**src/hpr_params.svh**
```systemverilog
/*
 Constants of the home-position-return sequencer: method codes,
 direction and polarity codes, reset values.
 Assumes inclusion by bare name from the design file and the bench.
*/
// Operation
// - Three-bit method field selects one of eight homing methods, codes 0 to 7
// - Direction 0 starts toward increasing address, 1 toward decreasing
// - Polarity 0 detects dog on open input, 1 on shorted input
// - Dog: slow at dog front, home at first marker after rear, plus shift
// - Count: slow at front, travel after-dog distance, first marker, plus shift
// - Data setting: current position becomes home, no dog used
// - Stopper: home where axis stalls against the mechanical stopper
// - Servo-on: position at servo switch-on becomes home
// - Rear-end reference: after dog rear, travel after-dog plus shift, no marker
// - Front-end reference: after dog front, travel after-dog plus shift, no marker
// - Cradle: home at first marker after dog front edge
// - Marker pulse used internally only, never driven out
// - Incremental system: home invalid after every power-on until homed
// - Absolute system: position kept through power-off, no homing needed
// - Started beyond or at dog: back off automatically, then home
`ifndef HPR_PARAMS_SVH
`define HPR_PARAMS_SVH
`define HPR_M_DOG 3'h0
`define HPR_M_COUNT 3'h1
`define HPR_M_DATA 3'h2
`define HPR_M_STOPPER 3'h3
`define HPR_M_SVON 3'h4
`define HPR_M_DOG_REAR 3'h5
`define HPR_M_CNT_FRONT 3'h6
`define HPR_M_CRADLE 3'h7
`define HPR_DIR_INC 1'h0
`define HPR_DOG_POL_SHORT 1'h1
`endif

```
**src/hpr_pkg.sv**
```systemverilog
/*
 Types of the home-position-return sequencer.
 Assumes hpr_params.svh is on the include path.
*/
package hpr_pkg;
    typedef logic [2:0] hpr_method_t;
    typedef struct packed {
        hpr_method_t method;
        logic dir;
        logic dog_pol;
        logic abs_sys;
    } hpr_cfg_s;
    typedef struct packed {
        logic move_req;
        logic move_dir;
        logic creep;
        logic busy;
        logic home_valid;
        logic done;
    } hpr_stat_s;
    typedef enum logic [3:0] {
        ST_INIT, ST_IDLE, ST_BACKOFF, ST_SEEK, ST_CREEP,
        ST_TRAVEL, ST_WAIT_Z, ST_SHIFT, ST_PRESS
    } hpr_state_e;
endpackage : hpr_pkg

```
**src/hpr_sequencer.sv**
```systemverilog
/*
 Home-position-return sequencer for one servo axis.
 Assumes dog_in and marker_in are raw pins; all other inputs come
 from logic on clock_in. Steps report encoder motion one count a pulse.
*/
`timescale 1ns/1ns
`default_nettype none
`include "hpr_params.svh"

module hpr_sequencer
    import hpr_pkg::*;
#(
    parameter int POS_W = 32
) (
    input wire logic clock_in,
    input wire logic reset_n_in,
    input wire hpr_cfg_s cfg_in,
    input wire logic start_in,
    input wire logic servo_on_in,
    input wire logic dog_in,
    input wire logic marker_in,
    input wire logic limit_in,
    input wire logic stall_in,
    input wire logic step_in,
    input wire logic step_dec_in,
    input wire logic [POS_W-1:0] after_dog_in,
    input wire logic [POS_W-1:0] shift_in,
    input wire logic [POS_W-1:0] home_data_in,
    input wire logic [POS_W-1:0] abs_pos_in,
    output var hpr_stat_s stat_out,
    output logic [POS_W-1:0] pos_out
);

    localparam logic [POS_W-1:0] POS_ONE = POS_W'(1'h1);

    // Pin synchronisers
    logic dog_s1_reg;
    logic dog_s2_reg;
    logic mark_s1_reg;
    logic mark_s2_reg;
    logic mark_s3_reg;
    logic dog_prev_reg;
    logic svon_prev_reg;

    always_ff @(posedge clock_in or negedge reset_n_in) begin
        if (!reset_n_in) begin
            dog_s1_reg <= 1'h0;
            dog_s2_reg <= 1'h0;
            mark_s1_reg <= 1'h0;
            mark_s2_reg <= 1'h0;
            mark_s3_reg <= 1'h0;
        end else begin
            dog_s1_reg <= dog_in;
            dog_s2_reg <= dog_s1_reg;
            mark_s1_reg <= marker_in;
            mark_s2_reg <= mark_s1_reg;
            mark_s3_reg <= mark_s2_reg;
        end
    end

    logic dog_act;
    logic dog_rise;
    logic dog_fall;
    logic z_rise;
    logic svon_rise;

    // Dog polarity
    assign dog_act = (cfg_in.dog_pol == `HPR_DOG_POL_SHORT) ?
        dog_s2_reg : ~dog_s2_reg;
    assign dog_rise = dog_act & ~dog_prev_reg;
    assign dog_fall = ~dog_act & dog_prev_reg;
    // Marker edge, consumed here only
    assign z_rise = mark_s2_reg & ~mark_s3_reg;
    assign svon_rise = servo_on_in & ~svon_prev_reg;

    // Sequencer state
    hpr_state_e state_reg;
    hpr_state_e state_next;
    logic [POS_W-1:0] pos_reg;
    logic [POS_W-1:0] pos_next;
    logic [POS_W-1:0] dist_reg;
    logic [POS_W-1:0] dist_next;
    logic move_reg;
    logic move_next;
    logic mdir_reg;
    logic mdir_next;
    logic creep_reg;
    logic creep_next;
    logic valid_reg;
    logic valid_next;
    logic done_reg;
    logic done_next;
    logic dist_zero;

    assign dist_zero = (dist_reg == '0);

    always_comb begin
        logic finish;
        finish = 1'h0;
        state_next = state_reg;
        pos_next = pos_reg;
        dist_next = dist_reg;
        move_next = move_reg;
        mdir_next = mdir_reg;
        creep_next = creep_reg;
        valid_next = valid_reg;
        done_next = 1'h0;
        if (step_in) begin
            pos_next = step_dec_in ? pos_reg - POS_ONE : pos_reg + POS_ONE;
            if (!dist_zero) begin
                dist_next = dist_reg - POS_ONE;
            end
        end
        unique case (state_reg)
            ST_INIT: begin
                valid_next = cfg_in.abs_sys;
                if (cfg_in.abs_sys) begin
                    pos_next = abs_pos_in;
                end
                state_next = ST_IDLE;
            end
            ST_IDLE: begin
                move_next = 1'h0;
                creep_next = 1'h0;
                if (svon_rise && cfg_in.method == `HPR_M_SVON) begin
                    finish = 1'h1;
                end else if (start_in) begin
                    unique case (cfg_in.method)
                        `HPR_M_DATA: finish = 1'h1;
                        `HPR_M_SVON: finish = 1'h0;
                        `HPR_M_STOPPER: begin
                            valid_next = 1'h0;
                            move_next = 1'h1;
                            mdir_next = cfg_in.dir;
                            state_next = ST_PRESS;
                        end
                        default: begin
                            valid_next = 1'h0;
                            move_next = 1'h1;
                            if (dog_act) begin
                                mdir_next = ~cfg_in.dir;
                                state_next = ST_BACKOFF;
                            end else begin
                                mdir_next = cfg_in.dir;
                                state_next = ST_SEEK;
                            end
                        end
                    endcase
                end
            end
            ST_BACKOFF: begin
                if (dog_fall) begin
                    mdir_next = cfg_in.dir;
                    state_next = ST_SEEK;
                end
            end
            ST_SEEK: begin
                if (limit_in) begin
                    mdir_next = ~cfg_in.dir;
                    state_next = ST_BACKOFF;
                end else if (dog_rise) begin
                    creep_next = 1'h1;
                    unique case (cfg_in.method)
                        `HPR_M_COUNT: begin
                            dist_next = after_dog_in;
                            state_next = ST_TRAVEL;
                        end
                        `HPR_M_CNT_FRONT: begin
                            dist_next = after_dog_in + shift_in;
                            state_next = ST_TRAVEL;
                        end
                        `HPR_M_CRADLE: state_next = ST_WAIT_Z;
                        default: state_next = ST_CREEP;
                    endcase
                end
            end
            ST_CREEP: begin
                if (dog_fall) begin
                    if (cfg_in.method == `HPR_M_DOG_REAR) begin
                        dist_next = after_dog_in + shift_in;
                        state_next = ST_TRAVEL;
                    end else begin
                        state_next = ST_WAIT_Z;
                    end
                end
            end
            ST_TRAVEL: begin
                if (dist_zero) begin
                    if (cfg_in.method == `HPR_M_COUNT) begin
                        state_next = ST_WAIT_Z;
                    end else begin
                        finish = 1'h1;
                    end
                end
            end
            ST_WAIT_Z: begin
                if (z_rise) begin
                    if (cfg_in.method == `HPR_M_CRADLE ||
                            shift_in == '0) begin
                        finish = 1'h1;
                    end else begin
                        dist_next = shift_in;
                        state_next = ST_SHIFT;
                    end
                end
            end
            ST_SHIFT: begin
                if (dist_zero) begin
                    finish = 1'h1;
                end
            end
            ST_PRESS: begin
                if (stall_in) begin
                    finish = 1'h1;
                end
            end
        endcase
        if (finish) begin
            pos_next = home_data_in;
            valid_next = 1'h1;
            done_next = 1'h1;
            move_next = 1'h0;
            creep_next = 1'h0;
            state_next = ST_IDLE;
        end
    end

    always_ff @(posedge clock_in or negedge reset_n_in) begin
        if (!reset_n_in) begin
            state_reg <= ST_INIT;
            pos_reg <= '0;
            dist_reg <= '0;
            move_reg <= 1'h0;
            mdir_reg <= `HPR_DIR_INC;
            creep_reg <= 1'h0;
            valid_reg <= 1'h0;
            done_reg <= 1'h0;
            dog_prev_reg <= 1'h0;
            svon_prev_reg <= 1'h0;
        end else begin
            state_reg <= state_next;
            pos_reg <= pos_next;
            dist_reg <= dist_next;
            move_reg <= move_next;
            mdir_reg <= mdir_next;
            creep_reg <= creep_next;
            valid_reg <= valid_next;
            done_reg <= done_next;
            dog_prev_reg <= dog_act;
            svon_prev_reg <= servo_on_in;
        end
    end

    assign stat_out.move_req = move_reg;
    assign stat_out.move_dir = mdir_reg;
    assign stat_out.creep = creep_reg;
    assign stat_out.busy = (state_reg != ST_IDLE);
    assign stat_out.home_valid = valid_reg;
    assign stat_out.done = done_reg;
    assign pos_out = pos_reg;

    logic idle_start;
    assign idle_start = (state_reg == ST_IDLE) && start_in && !svon_rise;
endmodule : hpr_sequencer

`default_nettype wire

```
**config.mk**
```make
export PLATFORM = sky130hd
export DESIGN_NAME = hpr_sequencer
export DESIGN_NICKNAME = d
export VERILOG_FILES = /design/src/hpr_pkg.sv /design/src/hpr_sequencer.sv
export VERILOG_INCLUDE_DIRS = /design/src /design/src/src
export SDC_FILE = /design/constraint.sdc
export NUM_CORES = 1
export LEC_CHECK = 0
export BUFFER_PORTS_ARGS = -buffer_cell sky130_fd_sc_hd__buf_2
export CORE_UTILIZATION = 35
export DETAILED_ROUTE_END_ITERATION = 8
export PLACE_DENSITY_LB_ADDON = 0.3
export SYNTH_ARGS = -nofsm -noshare
export SYNTH_HDL_FRONTEND = slang
export SYNTH_SLANG_ARGS = --single-unit
```
**constraint.sdc**
```tcl
create_clock -name clock_in -period 7.7 [get_ports clock_in]
set_input_delay 1.54 -clock clock_in [delete_from_list [all_inputs] [get_ports clock_in]]
set_output_delay 1.54 -clock clock_in [all_outputs]
set_load 0.02 [all_outputs]
```
==> flow_summary.ini, run 1 <==
[cts]
cts_tree = yes
clk_pin_slew_ps = 70
cts_setup_buffers = 0
cts_root_buf = clkbuf_16
cts.sinks = 80
clkLatencyLatePin_ps = 360
h-tree-depth = 3
numCtsBuffers = 9
clk_path_buf_depth = 2
holdBufCountCts = 0
cts_resized = 0

[layout]
n_antenna_cell = 0
post-route-util_pct = 42.29
layout_common_cells = buf_2, a21oi_1, nand2_1, o21ai_0, nor2_1
final_common_cell = buf_2
fin_nets = 1439
postLayoutCellArea_um2 = 9957
drive_gt1_share_pct = 18.22
areaGrowthSynthToFinish_pct = 18.14

[global_routing]
grtUsageTotal_pct = 22.02
grt_pass1_wl_um = 43220
grt_start_max_net_pins = 63
first_global_vias = 8402
grt_overflow_total = 0
antenna_found_initial = 0

[pwr]
peakVddDrop_v = 0.0001213
p_leak_nw = 4.548
power.density_nw_per_um2 = 341.5

[setup_path]
crit_path_end_kind = flop
cpPeakStageDelay_ps = 550
required_ps = 7980
startpoint_type = input pin
path_cells = buf_2, ha_1, a2111oi_0, o21ai_1, a211oi_1, o211ai_1, a31oi_1, a2111oi_0, a211oi_1, xnor2_1, a211o_1, nand3_1
arrival_ps = 5160
crit_path_top_delay_cell = buf_2
crit_type = in2reg
worstPathMaxFanout = 32

[placement]
routabilityCongestion = 0.9653
placed_cell_area_um2 = 9589
dpl_worst_slack_ps = 2493
hpwlAfterDp_um = 20810
io_buffer_count = 181

[drt]
wl_met3_um = 1896
wl_per_cell_um = 17.57
firstDrtPassIters = 7
drt-vias-per-instance = 5.741
met1_length_um = 12250
wl_met2_um = 12650
num_vias = 8921
drt-total-wl_um = 27300
routed.top_layer = met4
drt_iter0_markers = 791
ant_nets = 0
drc_errors = 0

[die]
die_h_um = 157.2
die_x_um = 157.2
std_cell_rows = 56
dieArea_um2 = 24710
io_pins = 182
start_util_pct = 35.80
core_um2 = 23540

[hold_path]
min_path_type = reg2reg

[timing]
fmax_mhz = 205.1
rsz0062_at_grt = no
finalSetupViolations = 0
fin_crit_sh_pct = 63.33
finalHoldViolations = 0
fin_ws_ps = 2823
fin_setup_tns_ps = 0
finalMaxSlewViolations = 0
worst_hold_slack_ps = 352.6
slew-limit-headroom_pct = 38.89
finalCriticalPeriod_ps = 4877
worstMarginPinSlew_ps = 910.5
fin_skew_ps = 12.86

[outcome]
status = completed

[synthesis]
yosysSeqAreaShare_pct = 23.75
yosysWarnings = 0
synth_cell_types = 71
syn_nets = 1296
synth_area_leaders = dfrtp_1, ha_1, a21oi_1, xnor2_1, o21ai_0
yosys_register_bits = 80
syn_inst = 1088
syn_area_um2 = 8428
syn_area_per_cell_um2 = 7.746
yosysTopAreaCell = dfrtp_1
synth_top_area_share_pct = 23.75
dominantRegCellSynth = dfrtp_1
synthArstFlopShare_pct = 100.0
synth-edff-count = 0

[flow_run]
maxCapViolCount = 0
==> stage by stage <==
stage / cells / power (W)
floorplan: 1088 / 0.002304
global placement: 1539 / 0.002809
detailed placement: 1539 / 0.002834
CTS: 1554 / 0.003394
global route: 1554 / 0.003694
finish: 1554 / 0.003400
==> Yosys cell counts (13+ instances only) <==
library cell and count:
xor2_1 35, mux2i_1 17, a21oi_1 111, nor3_1 34
nor2b_1 14, clkbuf_1 49, o31ai_1 16, nor2_1 85
a21o_1 43, nand2_1 94, a211oi_1 18, xnor2_1 51
a31oi_1 13, ha_1 62, nor4_1 14, inv_1 29
dfrtp_1 80, nand3_1 27, o21ai_0 88
==> area by class of cell <==
cell class	instances	area (um2)
inverter	30	112.6
tap	319	399.1
sequential	80	2002
timing repair buffer	194	1006
clock inverter	5	128.9
fill	2456	13590
clock buffer	10	239.0
multi-input combinational	916	6070
==> per-layer routing <==
layer  track usage (%)  vias up
met2             37.08      381
met1             29.21     4125
met4             7.351        0
met3             2.340       34
met5                 0        -
li1                  -     4381
==> cell families after synthesis <==
family	count (synthesis)	synth area share, %
adder cells (fa/ha/maj)	64	9.679
AO/OA/AOI/OAI	405	31.18
flip-flops	80	23.75
multiplexers	17	2.019
AND/OR/NAND/NOR	344	20.03
XOR/XNOR	86	8.937
buffers and inverters	92	4.409
==> worst paths after layout <==
check / startpoint / end / slack (ps) / cells past startpoint
worst max-delay path: step_dec_in / pos_out[31] / 2820 / 12
worst min-delay path: mark_s1_reg / mark_s2_reg / 350 / 0
worst max register to register: dist_reg[13] / state_reg[3] / 3550 / 9
worst min register to register: mark_s1_reg / mark_s2_reg / 350 / 0
max in group asynchronous: reset_n_in / dist_reg[16] / 5520 / 2
min in group asynchronous: reset_n_in / pos_out[23] / 1120 / 1
==> where the power goes <==
group / internal [W] / switching (W)
clock network: 0.000358 / 0.000189
logic: 0.000845 / 0.00119
registers: 0.000604 / 0.000213
==> worst max-delay path: cells and delay by family <==
family,cells,cell delay [ps]
xor gates and xnor gates,1,120
and+or+nand+nor,1,60
adders and majority gates,1,400
buffers and inverters,1,550
AOI/OAI and AO/OA,8,2460
(Power assumes the default switching activity.)
==> run 2: changes to the inputs <==
--- a/config.mk
+++ b/config.mk
@@ -6,6 +6,7 @@
 export SDC_FILE = /design/constraint.sdc
 export NUM_CORES = 1
 export LEC_CHECK = 0
+export ABC_AREA = 1
 export BUFFER_PORTS_ARGS = -buffer_cell sky130_fd_sc_hd__buf_2
 export CORE_UTILIZATION = 35
 export DETAILED_ROUTE_END_ITERATION = 8
==> constraint.sdc (replaced) <==
create_clock -name clock_in -period 4 [get_ports clock_in]
set_input_delay 0.8 -clock clock_in [delete_from_list [all_inputs] [get_ports clock_in]]
set_output_delay 0.8 -clock clock_in [all_outputs]
set_load 0.02 [all_outputs]
==> run 2 against run 1 <==
  * First-iteration DRC count decreased by 0.88%
  * Cell area grew 22%
  * Sequential power increased by 89%
  * Setup slack got worse by 1600 ps
  * Critical path type unchanged
  * Largest cell class unchanged
==> flow_summary.ini, run 2 <==
[cts]
cts_root_buf = clkbuf_16
numCtsBuffers = 9
cts_setup_buffers = 0
cts.sinks = 80
cts_tree = yes
cts_resized = 0
clkLatencyLatePin_ps = 370
holdBufCountCts = 0
clk_pin_slew_ps = 80
h-tree-depth = 3
clk_path_buf_depth = 2

[layout]
ff_latch_area_um2 = 2002
multi_input_comb_area_um2 = 7561
areaGrowthSynthToFinish_pct = 14.96
final_common_cell = nand2_1
postLayoutCellArea_um2 = 12160
fillers = 3299
layout_common_cells = nand2_1, nor2_1, inv_1, buf_2, nand3_1
final_cells = 2441
drive_gt1_share_pct = 12.83
fin_nets = 2253

[drt]
firstDrtPassIters = 7
drc_errors = 0
drt-total-wl_um = 38510
drt_iter0_markers = 784
num_vias = 12540
drt-vias-per-instance = 5.138
ant_nets = 0
wl_per_cell_um = 15.78

[flow_run]
maxCapViolCount = 0

[timing]
finalMaxSlewViolations = 0
fin_skew_ps = 19.19
slew-limit-headroom_pct = 40.37
finalHoldViolations = 0
finalSetupViolations = 0
finalCriticalPeriod_ps = 2778
worstMarginPinSlew_ps = 894.4
fin_crit_sh_pct = 69.46
fmax_mhz = 359.9
fin_setup_tns_ps = 0
worst_hold_slack_ps = 350.1
fin_ws_ps = 1222
rsz0062_at_grt = no

[placement]
placed_cell_area_um2 = 11870
io_buffer_count = 181
dp.cells = 2424
hpwlAfterDp_um = 31590
routabilityCongestion = 0.9870
dpl_worst_slack_ps = 837.4

[synthesis]
synth-edff-count = 0
yosysWarnings = 0
synth.most_common_cell = nand2_1
syn_area_um2 = 10580
yosysSeqAreaShare_pct = 18.93
yosysTopAreaCell = nand2_1
syn_inst = 1882
synth_top_area_share_pct = 23.32
synthArstFlopShare_pct = 100.0
synth_area_leaders = nand2_1, dfrtp_1, nor2_1, nand3_1, ha_1
dominantRegCellSynth = dfrtp_1
syn_nets = 2090
synth_commonest_cells = nand2_1, nor2_1, inv_1
syn_area_per_cell_um2 = 5.619
yosys_register_bits = 80
synth_cell_types = 50

[setup_path]
crit_path_top_delay_cell = fa_1
worstPathMaxFanout = 23
path_cells = buf_2, inv_1, fa_1, inv_1, nand3_1, nand2_1, nand2_1, nand2_1, nand3_1, nand2_1, nand2_1, nand2_1, nand2_1, nand3_1, nand3_1, nand2_1, nand2_1
crit_type = in2reg
path_buf_inv = 3
crit_path_end_kind = flop
startpoint_type = input pin
arrival_ps = 3050
required_ps = 4270
cpPeakStageDelay_ps = 430
crit_top_cell = nand2_1
cpLargestDelayFamily = simple AND/OR/NAND/NOR gates

[die]
start_util_pct = 35.59
core_um2 = 29720
die_h_um = 175.8
std_cell_rows = 63
dieArea_um2 = 30910
die_x_um = 175.8
io_pins = 182

[pwr]
p_leak_nw = 6.531
peakVddDrop_v = 0.0002233
power.density_nw_per_um2 = 594.1

[global_routing]
grt_overflow_total = 0
grtUsageTotal_pct = 24.97
antenna_found_initial = 0
first_global_vias = 11820
grt_pass1_wl_um = 60890
grt_start_max_net_pins = 67

[hold_path]
min_path_type = reg2reg

[outcome]
status = completed
-- run 2: cell families (layout without fill, tap and decap cells) --
family | Yosys count | count (layout) | synth area share [%]
adders and majority gates | 64 | 64 | 7.714
AOI/OAI and AO/OA | 257 | 257 | 13.65
xor gates and xnor gates | 31 | 31 | 2.567
buffers and inverters | 257 | 425 | 9.595
other | 0 | 1 | 0
DFF | 80 | 80 | 18.93
and+or+nand+nor | 1193 | 1193 | 47.54
-- run 2: report_power, final --
part | switching (W) | total [W] | internal [W]
Clock | 0.000408 | 0.000840 | 0.000432
Sequential | 0.000384 | 0.00155 | 0.00117
Combinational | 0.00321 | 0.00483 | 0.00162
Total | 0.00400 | 0.00722 | 0.00323
-- run 2: path summary, 6_finish.rpt --
path                                      to  slack [ps]         start  cells past startpoint
worst min-delay path              dog_s2_reg         350    dog_s1_reg                      0
worst max-delay path             pos_out[22]        1220   step_dec_in                     17
min in group asynchronous        pos_out[28]         550    reset_n_in                      1
worst max register to register  dist_reg[28]        1260  state_reg[3]                     12
worst min register to register    dog_s2_reg         350    dog_s1_reg                      0
max in group asynchronous        dist_reg[8]        2770    reset_n_in                      2
-- run 2: layout make-up --
type / instances / area share [%]
Clock buffer: 9 / 1.853
Timing Repair Buffer: 195 / 8.337
Multi-Input combinational cell: 1545 / 62.20
Inverter: 214 / 6.608
Antenna cell: 1 / 0.02058
Sequential cell: 80 / 16.47
Clock inverter: 7 / 0.5043
Tap cell: 390 / 4.014
-- run 2: worst register-to-register path, delay by kind of cell, from the launching register on --
family	cells	cell delay [ps]
buffers and inverters	3	410
and+or+nand+nor	8	1300
DFF	1	440
AOI/OAI and AO/OA	1	530
-- run 2: metal layers --
metal	part of all wire, %	track usage, %	vias up
met4	3.5	10.33	0
li1	-	-	6441
met3	5.8	3.225	71
met2	45	40.25	412
met5	0	0	-
met1	46	33.46	5618
-- run 2: per-stage QoR --
stage                     total power (W)  util, %
after detailed placement         0.006329    39.94
after CTS                        0.007200    40.90
after floorplan                  0.004968        -
final                            0.007222    40.91
after global routing             0.007964    40.90
after global placement           0.006302    39.94
